## src/dma_direct_pkg.sv

```systemverilog
// shared constants for the direct-programming completion block
// assumes a 12-bit byte offset from the transfer controller base
package dma_direct_pkg;
	// direct programming set, written in this order
	localparam logic [11:0] OFS_OPTIONS = 12'h200;
	localparam logic [11:0] OFS_SRC = 12'h204;
	localparam logic [11:0] OFS_COUNT = 12'h208;
	localparam logic [11:0] OFS_DST = 12'h20C;
	localparam logic [11:0] OFS_FIDX = 12'h210;
	// transfer controller error registers
	localparam logic [11:0] OFS_ERR_STAT = 12'h300;
	localparam logic [11:0] OFS_ERR_DET = 12'h304;
	localparam logic [11:0] OFS_ERR_EN = 12'h308;
	// completion pending and clear registers
	localparam logic [11:0] OFS_PEND_LO = 12'h400;
	localparam logic [11:0] OFS_PEND_HI = 12'h404;
	localparam logic [11:0] OFS_CLR_LO = 12'h408;
	localparam logic [11:0] OFS_CLR_HI = 12'h40C;
	// channel controller status and error
	localparam logic [11:0] OFS_CNT_STAT = 12'h410;
	localparam logic [11:0] OFS_CC_ERR = 12'h414;
	localparam logic [11:0] OFS_CC_ERR_EN = 12'h418;
	// options field layout
	localparam int OPT_CHAIN_BIT = 22;
	localparam int OPT_IRQ_BIT = 20;
	localparam int OPT_CODE_LSB = 12;
	localparam int OPT_CODE_MSB = 17;
	localparam logic [31:0] OPT_MASK = 32'h0053F773;
	localparam logic [31:0] OPT_RST = 32'h00000000;
	localparam logic [31:0] ADDR_RST = 32'h00000000;
	// error details layout
	localparam int DET_SRC_BIT = 0;
	localparam int DET_DST_BIT = 1;
	// reserved fast-completion location
	localparam logic [31:0] RSV_ADDR = 32'h31000000;
	// outstanding counter
	localparam logic [5:0] CNT_RST = 6'h00;
	localparam logic [5:0] CNT_MAX = 6'h3F;
	// latencies of a direct transfer
	localparam int CLK_PERIOD_NS = 50;
	localparam int SHORT_LAT_NS = 200;
	localparam int NORMAL_LAT_NS = 500;
	localparam int PID_LAT_NS = 1000;
	localparam int SHORT_LAT_CYC = (SHORT_LAT_NS + CLK_PERIOD_NS - 1) / CLK_PERIOD_NS;
	localparam int NORMAL_LAT_CYC = (NORMAL_LAT_NS + CLK_PERIOD_NS - 1) / CLK_PERIOD_NS;
	localparam int PID_LAT_CYC = (PID_LAT_NS + CLK_PERIOD_NS - 1) / CLK_PERIOD_NS;
	// transfer engine states
	typedef enum logic {XF_IDLE, XF_RUN} xfer_state_type;
endpackage

```

## src/dma_direct_completion_program.sv

```systemverilog
// direct programming of one transfer controller and completion bookkeeping
// assumes a single-cycle register port and one software master at a time
//
// Our own choice: the address-and-strobe port.
`timescale 1ns/100ps
`default_nettype none
module dma_direct_completion_program
#(
	parameter logic [31:0] TC_PID_ADDR = 32'h00000000, // controller identification location
	parameter logic [31:0] CC_PID_ADDR = 32'h00004000 // channel controller identification location
)
(
	// clock and reset
	input wire logic mclk_i,
	input wire logic nrst_i,
	// register port
	input wire logic [11:0] reg_addr_i,
	input wire logic [31:0] reg_wdata_i,
	input wire logic reg_wr_i,
	input wire logic reg_rd_i,
	output logic [31:0] reg_rdata_o,
	// channel controller side
	input wire logic tr_submit_i,
	output logic cc_stall_o,
	output logic cc_err_irq_o,
	// transfer controller side
	output logic tc_err_irq_o,
	output logic xfer_busy_o
);
	localparam int SHORT_WAIT = dma_direct_pkg::SHORT_LAT_CYC + 1; // launch to done
	localparam int PID_WAIT = dma_direct_pkg::PID_LAT_CYC + 1; // launch to done

	logic [31:0] opt_r; // options
	logic [31:0] src_r; // source address
	logic [31:0] cnt_cfg_r; // frame and byte count
	logic [31:0] dst_r; // destination address
	logic [31:0] fidx_r; // frame index
	logic bus_error_flag_r; // error status bit
	logic [1:0] err_det_r; // which side hit the reserved location
	logic [5:0] err_det_code_r; // code of the failing transfer
	logic err_en_r; // error enable
	logic [63:0] pend_r; // pending bits, low then high word
	logic [5:0] outstanding_completion_count; // outstanding completions
	logic completion_code_error; // saturation flag
	logic cc_err_en_r; // channel error enable
	logic xf_rsv_r; // running transfer hit the reserved location
	logic [1:0] xf_side_r; // which side hit it
	logic xf_report_r; // running transfer reports completion
	logic [5:0] xf_code_r; // running transfer's code
	logic [31:0] rdata_nxt; // read mux
	logic launch; // frame index write
	logic done; // transfer finished
	logic dec; // completion returns a code
	logic inc; // channel controller submits a reporting request
	logic [5:0] count_nxt; // next outstanding count
	logic src_rsv, dst_rsv, any_pid; // address classes
	logic [7:0] lat_sel; // latency of the launch

	// write decode helpers
	function automatic logic wr_at(input logic [11:0] ofs);
		wr_at = reg_wr_i && (reg_addr_i == ofs);
	endfunction

	// written out, since a function reading port signals hides them from a continuous assignment
	assign launch = reg_wr_i && (reg_addr_i == dma_direct_pkg::OFS_FIDX);
	assign src_rsv = (src_r == dma_direct_pkg::RSV_ADDR);
	assign dst_rsv = (dst_r == dma_direct_pkg::RSV_ADDR);
	assign any_pid = (src_r == TC_PID_ADDR) || (src_r == CC_PID_ADDR)
		|| (dst_r == TC_PID_ADDR) || (dst_r == CC_PID_ADDR);

	// reserved location is the quick path, identification the slow one
	always_comb
	begin
		if (src_rsv || dst_rsv)
			lat_sel = 8'(dma_direct_pkg::SHORT_LAT_CYC);
		else if (any_pid)
			lat_sel = 8'(dma_direct_pkg::PID_LAT_CYC);
		else
			lat_sel = 8'(dma_direct_pkg::NORMAL_LAT_CYC);
	end

	// engine instance; a launch while busy is ignored
	dma_direct_xfer_timer u_timer
	(
		.mclk_i(mclk_i),
		.nrst_i(nrst_i),
		.start_i(launch),
		.lat_i(lat_sel),
		.busy_o(xfer_busy_o),
		.done_o(done)
	);

	// programming set; reserved option bits never store
	always_ff @(posedge mclk_i)
	begin
		if (!nrst_i)
		begin
			opt_r <= dma_direct_pkg::OPT_RST;
			src_r <= dma_direct_pkg::ADDR_RST;
			cnt_cfg_r <= dma_direct_pkg::ADDR_RST;
			dst_r <= dma_direct_pkg::ADDR_RST;
			fidx_r <= dma_direct_pkg::ADDR_RST;
		end
		else
		begin
			if (wr_at(dma_direct_pkg::OFS_OPTIONS))
				opt_r <= reg_wdata_i & dma_direct_pkg::OPT_MASK;
			if (wr_at(dma_direct_pkg::OFS_SRC))
				src_r <= reg_wdata_i;
			if (wr_at(dma_direct_pkg::OFS_COUNT))
				cnt_cfg_r <= reg_wdata_i;
			if (wr_at(dma_direct_pkg::OFS_DST))
				dst_r <= reg_wdata_i;
			if (launch)
				fidx_r <= reg_wdata_i;
		end
	end

	// snapshot at launch, so later writes cannot corrupt a running transfer
	always_ff @(posedge mclk_i)
	begin
		if (!nrst_i)
		begin
			xf_rsv_r <= 1'b0;
			xf_side_r <= 2'b00;
			xf_report_r <= 1'b0;
			xf_code_r <= 6'h00;
		end
		else if (launch && !xfer_busy_o)
		begin
			xf_rsv_r <= src_rsv || dst_rsv;
			xf_side_r <= {dst_rsv, src_rsv};
			xf_report_r <= opt_r[dma_direct_pkg::OPT_IRQ_BIT] || opt_r[dma_direct_pkg::OPT_CHAIN_BIT];
			xf_code_r <= opt_r[dma_direct_pkg::OPT_CODE_MSB:dma_direct_pkg::OPT_CODE_LSB];
		end
	end

	// bus error status and details; set beats a write-one clear
	always_ff @(posedge mclk_i)
	begin
		if (!nrst_i)
		begin
			bus_error_flag_r <= 1'b0;
			err_det_r <= 2'b00;
			err_det_code_r <= 6'h00;
			err_en_r <= 1'b0;
		end
		else
		begin
			if (done && xf_rsv_r)
			begin
				bus_error_flag_r <= 1'b1;
				err_det_r <= xf_side_r;
				err_det_code_r <= xf_code_r;
			end
			else if (wr_at(dma_direct_pkg::OFS_ERR_STAT) && reg_wdata_i[0])
				bus_error_flag_r <= 1'b0;
			if (wr_at(dma_direct_pkg::OFS_ERR_EN))
				err_en_r <= reg_wdata_i[0];
		end
	end

	assign dec = done && xf_report_r;

	// one pending flop per code; completion beats a same-cycle clear
	genvar gi;
	generate
		for (gi = 0; gi < 64; gi++)
		begin : g_pend
			always_ff @(posedge mclk_i)
			begin
				if (!nrst_i)
					pend_r[gi] <= 1'b0;
				else if (dec && (xf_code_r == 6'(gi)))
					pend_r[gi] <= 1'b1;
				else if (wr_at((gi < 32) ? dma_direct_pkg::OFS_CLR_LO : dma_direct_pkg::OFS_CLR_HI)
					&& reg_wdata_i[gi % 32])
					pend_r[gi] <= 1'b0;
			end
		end
	endgenerate

	// counter moves only by channel submissions and returned codes
	assign inc = tr_submit_i && !cc_stall_o;
	assign count_nxt = outstanding_completion_count + {5'b0, inc} - {5'b0, dec};

	always_ff @(posedge mclk_i)
	begin
		if (!nrst_i)
			outstanding_completion_count <= dma_direct_pkg::CNT_RST;
		else
			outstanding_completion_count <= count_nxt;
	end

	// stall mirrors saturation; no underflow guard, so roll-under saturates too
	always_ff @(posedge mclk_i)
	begin
		if (!nrst_i)
			cc_stall_o <= 1'b0;
		else
			cc_stall_o <= (count_nxt == dma_direct_pkg::CNT_MAX);
	end

	// channel error flag and its enable; saturation beats a clear
	always_ff @(posedge mclk_i)
	begin
		if (!nrst_i)
		begin
			completion_code_error <= 1'b0;
			cc_err_en_r <= 1'b0;
		end
		else
		begin
			if (count_nxt == dma_direct_pkg::CNT_MAX)
				completion_code_error <= 1'b1;
			else if (wr_at(dma_direct_pkg::OFS_CC_ERR) && reg_wdata_i[0])
				completion_code_error <= 1'b0;
			if (wr_at(dma_direct_pkg::OFS_CC_ERR_EN))
				cc_err_en_r <= reg_wdata_i[0];
		end
	end

	// error interrupts, each gated by its enable
	always_ff @(posedge mclk_i)
	begin
		if (!nrst_i)
		begin
			tc_err_irq_o <= 1'b0;
			cc_err_irq_o <= 1'b0;
		end
		else
		begin
			tc_err_irq_o <= bus_error_flag_r && err_en_r;
			cc_err_irq_o <= completion_code_error && cc_err_en_r;
		end
	end

	// read mux; unmapped offsets and clear registers read zero
	always_comb
	begin
		unique case (reg_addr_i)
			dma_direct_pkg::OFS_OPTIONS: rdata_nxt = opt_r;
			dma_direct_pkg::OFS_SRC: rdata_nxt = src_r;
			dma_direct_pkg::OFS_COUNT: rdata_nxt = cnt_cfg_r;
			dma_direct_pkg::OFS_DST: rdata_nxt = dst_r;
			dma_direct_pkg::OFS_FIDX: rdata_nxt = fidx_r;
			dma_direct_pkg::OFS_ERR_STAT: rdata_nxt = {31'b0, bus_error_flag_r};
			dma_direct_pkg::OFS_ERR_DET: rdata_nxt = {14'b0, err_det_code_r, 10'b0, err_det_r};
			dma_direct_pkg::OFS_ERR_EN: rdata_nxt = {31'b0, err_en_r};
			dma_direct_pkg::OFS_PEND_LO: rdata_nxt = pend_r[31:0];
			dma_direct_pkg::OFS_PEND_HI: rdata_nxt = pend_r[63:32];
			dma_direct_pkg::OFS_CNT_STAT: rdata_nxt = {26'b0, outstanding_completion_count};
			dma_direct_pkg::OFS_CC_ERR: rdata_nxt = {31'b0, completion_code_error};
			dma_direct_pkg::OFS_CC_ERR_EN: rdata_nxt = {31'b0, cc_err_en_r};
			default: rdata_nxt = 32'h00000000;
		endcase
	end

	// read data stands only in the cycle after the strobe
	always_ff @(posedge mclk_i)
	begin
		if (!nrst_i)
			reg_rdata_o <= 32'h00000000;
		else
			reg_rdata_o <= reg_rd_i ? rdata_nxt : 32'h00000000;
	end

	a_count_wrap: assert property (@(posedge mclk_i) disable iff (!nrst_i)
		(dec && !inc && outstanding_completion_count == 6'h00) |=> outstanding_completion_count == 6'h3F)
		else $error("counter did not wrap to max");
	a_launch_source: assert property (@(posedge mclk_i) disable iff (!nrst_i)
		$rose(xfer_busy_o) |-> $past(reg_wr_i) && $past(reg_addr_i) == 12'h210)
		else $error("transfer started without index write");
	a_pend_set: assert property (@(posedge mclk_i) disable iff (!nrst_i)
		dec |=> pend_r[$past(xf_code_r)])
		else $error("pending bit not set on completion");
	a_opt_reserved: assert property (@(posedge mclk_i) disable iff (!nrst_i)
		(opt_r & 32'hFFAC088C) == 32'h00000000)
		else $error("reserved option bit stored");
	a_rsv_fast: assert property (@(posedge mclk_i) disable iff (!nrst_i)
		(launch && !xfer_busy_o && (src_rsv || dst_rsv)) |-> ##SHORT_WAIT done ##1 bus_error_flag_r)
		else $error("reserved transfer timing or error wrong");
	a_irq_gated: assert property (@(posedge mclk_i) disable iff (!nrst_i)
		!err_en_r |=> !tc_err_irq_o)
		else $error("bus error interrupt while disabled");
	a_pid_slow: assert property (@(posedge mclk_i) disable iff (!nrst_i)
		(launch && !xfer_busy_o && !src_rsv && !dst_rsv && any_pid && !bus_error_flag_r)
		|-> ##PID_WAIT (done && !xf_rsv_r) ##1 !bus_error_flag_r)
		else $error("identification transfer timing wrong");
	a_no_direct_inc: assert property (@(posedge mclk_i) disable iff (!nrst_i)
		(launch && !tr_submit_i && !dec) |=> $stable(outstanding_completion_count))
		else $error("direct launch moved the counter");
	a_stall_hold: assert property (@(posedge mclk_i) disable iff (!nrst_i)
		(cc_stall_o && !dec) |=> outstanding_completion_count == 6'h3F && cc_stall_o)
		else $error("saturated counter moved without completion");
	a_sat_flag: assert property (@(posedge mclk_i) disable iff (!nrst_i)
		(outstanding_completion_count == 6'h3F && !dec) |=> completion_code_error)
		else $error("saturation did not set error flag");
endmodule
`default_nettype wire

```

## src/dma_direct_xfer_timer.sv

```systemverilog
// latency timer standing in for the data movement of one direct transfer
// assumes start_i is a one-cycle pulse and lat_i is at least one
`timescale 1ns/100ps
`default_nettype none
module dma_direct_xfer_timer
(
	// clock and reset
	input wire logic mclk_i,
	input wire logic nrst_i,
	// launch
	input wire logic start_i,
	input wire logic [7:0] lat_i,
	// progress
	output logic busy_o,
	output logic done_o
);
	dma_direct_pkg::xfer_state_type state_r; // engine state
	logic [7:0] cnt_r; // cycles left

	// state and countdown; a start while running is dropped
	always_ff @(posedge mclk_i)
	begin
		if (!nrst_i)
		begin
			state_r <= dma_direct_pkg::XF_IDLE;
			cnt_r <= 8'h00;
			done_o <= 1'b0;
		end
		else
		begin
			done_o <= 1'b0;
			unique case (state_r)
				dma_direct_pkg::XF_IDLE:
				begin
					if (start_i)
					begin
						state_r <= dma_direct_pkg::XF_RUN;
						cnt_r <= lat_i - 8'h01;
					end
				end
				dma_direct_pkg::XF_RUN:
				begin
					if (cnt_r == 8'h00)
					begin
						state_r <= dma_direct_pkg::XF_IDLE;
						done_o <= 1'b1;
					end
					else
						cnt_r <= cnt_r - 8'h01;
				end
			endcase
		end
	end

	// busy follows the state so it is a flop of its own
	always_ff @(posedge mclk_i)
	begin
		if (!nrst_i)
			busy_o <= 1'b0;
		else
			busy_o <= (state_r == dma_direct_pkg::XF_RUN) ? !(cnt_r == 8'h00) : start_i;
	end
endmodule
`default_nettype wire

```

## config.mk

```make
export PLATFORM = sky130hd
export DESIGN_NAME = dma_direct_completion_program
export DESIGN_NICKNAME = d
export VERILOG_FILES = /design/src/dma_direct_pkg.sv /design/src/dma_direct_completion_program.sv /design/src/dma_direct_xfer_timer.sv
export SDC_FILE = /design/constraint.sdc
export NUM_CORES = 1
export LEC_CHECK = 0
export ABC_AREA = 1
export BUFFER_PORTS_ARGS = -buffer_cell sky130_fd_sc_hd__buf_2
export CORE_ASPECT_RATIO = 2
export CORE_MARGIN = 4
export CORE_UTILIZATION = 54
export CTS_CLUSTER_SIZE = 10
export DETAILED_ROUTE_END_ITERATION = 8
export GPL_ROUTABILITY_DRIVEN = 0
export PLACE_DENSITY = 0.76
export SLEW_MARGIN = 20
export SYNTH_ARGS = -nofsm -noshare
export SYNTH_HDL_FRONTEND = slang
export SYNTH_SLANG_ARGS = --single-unit
```

## constraint.sdc

```tcl
create_clock -name mclk_i -period 2.41 [get_ports mclk_i]
set_input_delay 0.723 -clock mclk_i [delete_from_list [all_inputs] [get_ports mclk_i]]
set_output_delay 0.723 -clock mclk_i [all_outputs]
set_load 0.005 [all_outputs]
```

* Yosys cells after proc, flatten, opt, wreduce, memory -nomap -nowiden
Cells that the tools add are included.
** Cells by class
- Add/subtract/negate cells :: 4
- Multiply operators :: 0
- Div/mod/pow operators :: 0
- $lt $le $gt $ge :: 0
- Equality and inequality tests :: 85
- Shift-type cells :: 0
- Muxes and demuxes :: 143
- Bitwise gates (word level) :: 1
- Reduce and logical (&&, ||, !) cells :: 228
** Operator list (number)
- 32-bit case mux with 13 select lines :: 1
- 6-bit equality test, second input constant :: 33
- 1-bit logical AND :: 147
- 1-bit two-way mux :: 136
- 2-bit nonzero test :: 66
- 12-bit by 10-bit equality test with 1-bit output, second input constant :: 8
- 6-bit by 5-bit equality test with 1-bit output, second input constant :: 16
- 12-bit by 11-bit equality test with 1-bit output, second input constant :: 7
- 32-bit by 15-bit equality test with 1-bit output, second input constant :: 2
- 32-bit by 30-bit equality test with 1-bit output, second input constant :: 2
- 32-bit logical NOT :: 2
- 6-bit by 4-bit equality test with 1-bit output, second input constant :: 8
- 6-bit by 3-bit equality test with 1-bit output, second input constant :: 4
- 8-bit two-way mux :: 3
- 8-bit case mux with 2 select lines :: 1
- 8-bit by 1-bit subtractor with 8-bit output, second input constant :: 2
- 6-bit by 2-bit equality test with 1-bit output, second input constant :: 2
- 8-bit logical NOT :: 1
- 6-bit by 1-bit adder with 6-bit output :: 1
- 6-bit by 1-bit equality test with 1-bit output, second input constant :: 1
- 6-bit logical NOT :: 1
- 2-bit AND reduction :: 3
- 6-bit by 1-bit subtractor with 6-bit output :: 1
- 1-bit logical OR :: 5
- 5 further kinds :: 8
** Storage, ports and cells
- Register bits after elaboration :: 282
- Bits in latches :: 0
- RAM bits :: 0
- ROM bits :: 0
- Bits of input ports :: 49
- Output and inout bits :: 36
- Memories :: 0

* Logic depth before layout (Yosys ltp)
- Depth in word-level cells :: 9
- Gate-level depth with buffers :: 16
- Gate-level depth less buffers :: 16

* By module
From an unflattened synthesis, not the netlist that was laid out.
** Unflattened totals
- Cells, all modules :: 1836
- Area, all modules :: 12959.9 um^2
** By module, submodules not included
- dma_direct_completion_program :: instances 1, cells each 1730, area each 12211.7 um^2
- dma_direct_xfer_timer :: instances 1, cells each 106, area each 748.2 um^2

* Worst setup path after synthesis
OpenSTA, ideal clock, no wires.
- Kind :: input to register
- From :: in tr_submit_i
- To :: reg completion_code_error
- Setup time :: 0.132 ns
- Data arrival time :: 2.232 ns
- Path slack :: 0.046 ns
- Stages on the path :: 10
- Buffers on the path :: 0
- Path through :: nand2_1 ha_1 inv_1 ha_1 inv_1 fa_1 o21ai_0 xnor2_1 nand3b_1 o21ai_0
** On the way
- Longest elaborated chain between the ends :: 5
** RTL lines
- from (decl) :: line dma_direct_completion_program.sv:23 : input wire logic tr_submit_i,
- 1-bit logical AND * :: line dma_direct_completion_program.sv:184 : assign inc = tr_submit_i && !cc_stall_o;
- 6-bit by 1-bit adder with 6-bit output * :: line dma_direct_completion_program.sv:185 : assign count_nxt = outstanding_completion_count + {5'b0, inc} - {5'b0, dec};
- 6-bit by 1-bit subtractor with 6-bit output * :: line dma_direct_completion_program.sv:185
- 6-bit equality test * :: line dma_direct_completion_program.sv:214 : if (count_nxt == dma_direct_pkg::CNT_MAX)
- 1-bit two-way mux or 2-bit nonzero test (tied branches)
- to (signal assigned) :: line dma_direct_completion_program.sv:209 : completion_code_error <= 1'b0;
- to (signal assigned) :: line dma_direct_completion_program.sv:215 : completion_code_error <= 1'b1;
- to (signal assigned) :: line dma_direct_completion_program.sv:217 : completion_code_error <= 1'b0;
- to (decl) :: line dma_direct_completion_program.sv:44 : logic completion_code_error;
Mark *: on every way between the ends. The rest lies on a longest branch, timed or not.
A chain may end at the register's enable or synchronous reset.

* Worst setup path in the final report
- From :: reg u_timer.done_o
- To :: reg completion_code_error
** On the way
- Longest elaborated chain between the ends :: 4
** RTL lines
- from (decl) :: line dma_direct_xfer_timer.sv:15 : output logic done_o
- from (signal assigned) :: line dma_direct_xfer_timer.sv:27 : done_o <= 1'b0;
- from (signal assigned) :: line dma_direct_xfer_timer.sv:31 : done_o <= 1'b0;
- from (signal assigned) :: line dma_direct_xfer_timer.sv:46 : done_o <= 1'b1;
- 1-bit logical AND * :: line dma_direct_completion_program.sv:163 : assign dec = done && xf_report_r;
- 6-bit by 1-bit subtractor with 6-bit output * :: line dma_direct_completion_program.sv:185
- 6-bit equality test * :: line dma_direct_completion_program.sv:214
- 1-bit two-way mux or 2-bit nonzero test (tied branches)
Marked as above.

==> metrics.md <==
| Metric | Value |
|---|---|
| Outcome | `completed` |
| Final setup fails | `0` |
| Syn avg cell area | `7.25 µm²` |
| Area Overhead vs Synth | `15.3%` |
| Count of pins over their slew limit | `0` |
| Width of the die | `114 µm` |
| Pint | `7.44 mW` |
| Synth Warn # | `0` |
| Largest family of logic cells by synthesized area | `compound AO/OA/AOI/OAI gates` |
| Starting Density | `54.8%` |
| Layout cells sized above 1 | `12.1%` |
| Switching part of the total power | `22.8%` |
| Routed WL | `36400 µm` |
| Vias per cell | `5.73` |
| DRT iter0 DRCs | `between 800 and 900` |
| Flop pwr share | `between 40% and 50%` |
| Clock buffer count from CTS | `34` |
| Synth Area in Adders | `0.891%` |
| Clk slew on worst S/H paths | `around 0.06 ns` |
| CTS tree | `done` |
| Antenna violations before repair | `0` |
| Number of diodes | `0` |
| Crit start category | `register` |
| Util after Layout | `around 63%` |
| Slowest Stage Delay on Critical Path | `roughly 0.43 ns` |
| Fraction of the mapped netlist area in simple logic gates | `~17%` |
| Vias in the first global route | `11490` |
| Cell Area, Synth | `around 12000 µm²` |
| CTS Root Cell | `clkbuf_16` |
| CP Cell Sequence | `nand2_1 -> inv_1 -> ha_1 -> inv_1 -> ha_1 -> inv_1 -> fa_1 -> xor2_1 -> nor4_2 -> nand3b_1 -> o21ai_0` |
| Slowest cell on crit path | `fa_1` |
| Largest net degree at the start of global routing | `84` |
| Switch Pwr | `between 2 and 2.5 mW` |
| F_max | `448 MHz` |
| Max-cap viol count | `0` |
| Vias | `11610` |
| Comb power frac | `5.6%` |
| Post_cts resized | `0` |
| Yosys reg bits | `281` |
| P_leak | `between 5 and 6 nW` |
| Multiplexer share of the synthesized area | `0%` |
| Compound-Gate Fraction of Synth Area | `24.7%` |
| Synthesized instance count | `1667` |
| Leading area contributor after synthesis | `dfxtp_1` |
| Final ANT Viol Nets | `0` |
| Top cells by area, synth | `dfxtp_1 (47%), o21ai_0 (11%), a21oi_1 (9.4%), nand2_1 (7.4%), inv_1 (7.1%)` |
| Slew Limit Headroom | `58.3%` |
| Hold crit path type | `register to register` |
| Clock power frac | `45.6%` |
| Crit path capture type | `register` |
| Gr ovfl total | `0` |
| CP Class | `register to register` |
| Dpl cells | `1987` |
| Gr usage total | `29.1%` |
| Peak VDD IR | `between 0.6 and 0.7 mV` |
| Rows | `77` |
| Hold Slack | `0.448 ns` |
| Core ar. | `22100 µm²` |
| Post-synthesis net count | `roughly 1700` |
| Pre-Repair DR Iteration Count | `5` |
| Most common cell after layout, fill and taps aside | `dfxtp_1` |
| Die Span Y | `220 µm` |
| Arr. time, crit path | `2.65 ns` |
| Synth cell types | `40` |
| Required time of the critical path | `2.83 ns` |
| Htree depth | `2` |
| Final cell count without fillers | `2025` |
| Final Hold Violating Endpoints | `0` |
| Highest-count cells in the layout ignoring fill and taps | `dfxtp_1 (281), o21ai_0 (264), nand2_1 (235), inv_1 (228), a21oi_1 (228)` |
| CTS Sinks | `approximately 280` |
| Clock Latency Late Sink | `0.50 ns` |
| Ports | `85` |
| Final period util | `92.6%` |
| Share of the synthesized area in the top cell type | `46.6%` |
| Buffers added on ports | `84` |
| Tmin final | `2.23 ns` |
| Final nets | `1804` |
| Setup TNS Final | `0 ns` |
| Post-Synth XOR/XNOR Area | `0.362%` |
| DR WL/cell | `about 18 µm` |
| Seq/Total Area, Yosys | `46.6%` |
| DRC viols | `0` |
| Clock Tree Buf Depth | `3` |
| Max FO, Critical Path | `2` |
| CTS Hold Bufs | `0` |
| Slew @ Worst Pin | `0.623 ns` |
| RSZ-0062 raised after global routing | `no` |
| Power Dens Cells | `692 nW/µm²` |
| Die area | `roughly 25000 µm²` |
| Most frequent CP cell | `inv_1` |
| Detailed placement HPWL | `between 20000 and 30000 µm` |
| Fin Clk Skew | `0.0205 ns` |
| Post CTS Setup Buffer Count | `0` |
| First-pass GRT wire length | `57900 µm` |
power by group through the flow:
stage	Clock (mW)	Combinational [mW]	Sequential [mW]
after floorplan	0	0.354	4.79
after global placement	0	0.517	4.80
after detailed placement	0	0.533	4.80
after CTS	4.44	0.537	4.70
after global routing	4.62	0.604	4.70
final	4.39	0.544	4.70
registers in the layout (all words and copies together), names as in the netlist, 8 cells and up:
signal	count
dst_r	32
fidx_r	32
cnt_cfg_r	32
pend_r	64
opt_r	16
src_r	32
reg_rdata_o	32
u_timer.cnt_r	8
per-layer routing:
metal / GRT usage, % / part of all wire [%]
met5: 0 / 0
met4: 21.6 / 7.7
met3: 4.48 / 6.5
met2: 52.1 / 50
met1: 30.1 / 35
synthesized netlist by cell type:
master     number
or2_2           2
o31ai_1         2
a31oi_1         3
o31ai_4         1
o2111ai_1       5
o21ai_0       264
nand3b_1        3
buf_2          19
clkinv_2        1
o21ai_1         2
a21o_1          1
nor2_2          7
and2_0          1
nand4_1         8
o211ai_1        3
buf_6           6
inv_2           7
o21bai_1        1
fa_1            1
nor3_2          2
nor2_4          1
xnor2_1         2
xor2_1          3
o22ai_1        40
a211oi_1        4
nand3_1        34
a22o_1          4
o221ai_1        7
dfxtp_1       281
a21oi_1       228
nor4_1          5
nand2_4         1
nand2_2         7
inv_1         228
ha_1            7
buf_4           4
nor2_1        133
clkbuf_1       64
nor3_1         37
nand2_1       238
logic make-up after synthesis:
family | after synthesis
AO/OA/AOI/OAI | 565
XOR/XNOR | 5
adder cells (fa/ha/maj) | 8
buffers and inverters | 329
flip-flops | 281
AND/OR/NAND/NOR | 479
worst paths after layout:
check	startpoint	end	slack (ns)	depth (start not counted)
worst min-delay path	opt_r[10]	opt_r[10]	0.45	2
worst min register to register	opt_r[10]	opt_r[10]	0.45	2
worst max register to register	u_timer.done_o	completion_code_error	0.18	11
worst max-delay path	u_timer.done_o	completion_code_error	0.18	11
worst max-delay path: cells and delay by family, from the launching register on:
| kind | cells | cell delay (ns) |
|---|---|---|
| simple gates | 3 | 0.44 |
| flops | 1 | 0.34 |
| fa+ha+maj | 3 | 0.83 |
| buf+inv | 3 | 0.23 |
| compound gates | 1 | 0.14 |
| xor+xnor | 1 | 0.18 |
final cells by class:
class	count	area, µm²
Fill cell	1986	8140
Sequential cell	281	5630
Multi-Input combinational cell	1057	5180
Timing Repair Buffer	137	996
Inverter	236	887
Clock buffer	36	880
Tap cell	276	345
Clock inverter	2	17.5
stage by stage:
stage	setup slack [ns]	cell area, µm²	power [mW]
4_1_cts	0.0731	13900	9.68
5_1_grt	0.00342	13900	9.93
3_3_place_gp	-0.121	13000	5.31
3_5_place_dp	-0.238	13000	5.33
2_1_floorplan	0.0464	12100	5.15
6_report	0.178	13900	9.64
No activity file was read; power rests on OpenSTA's default activity.
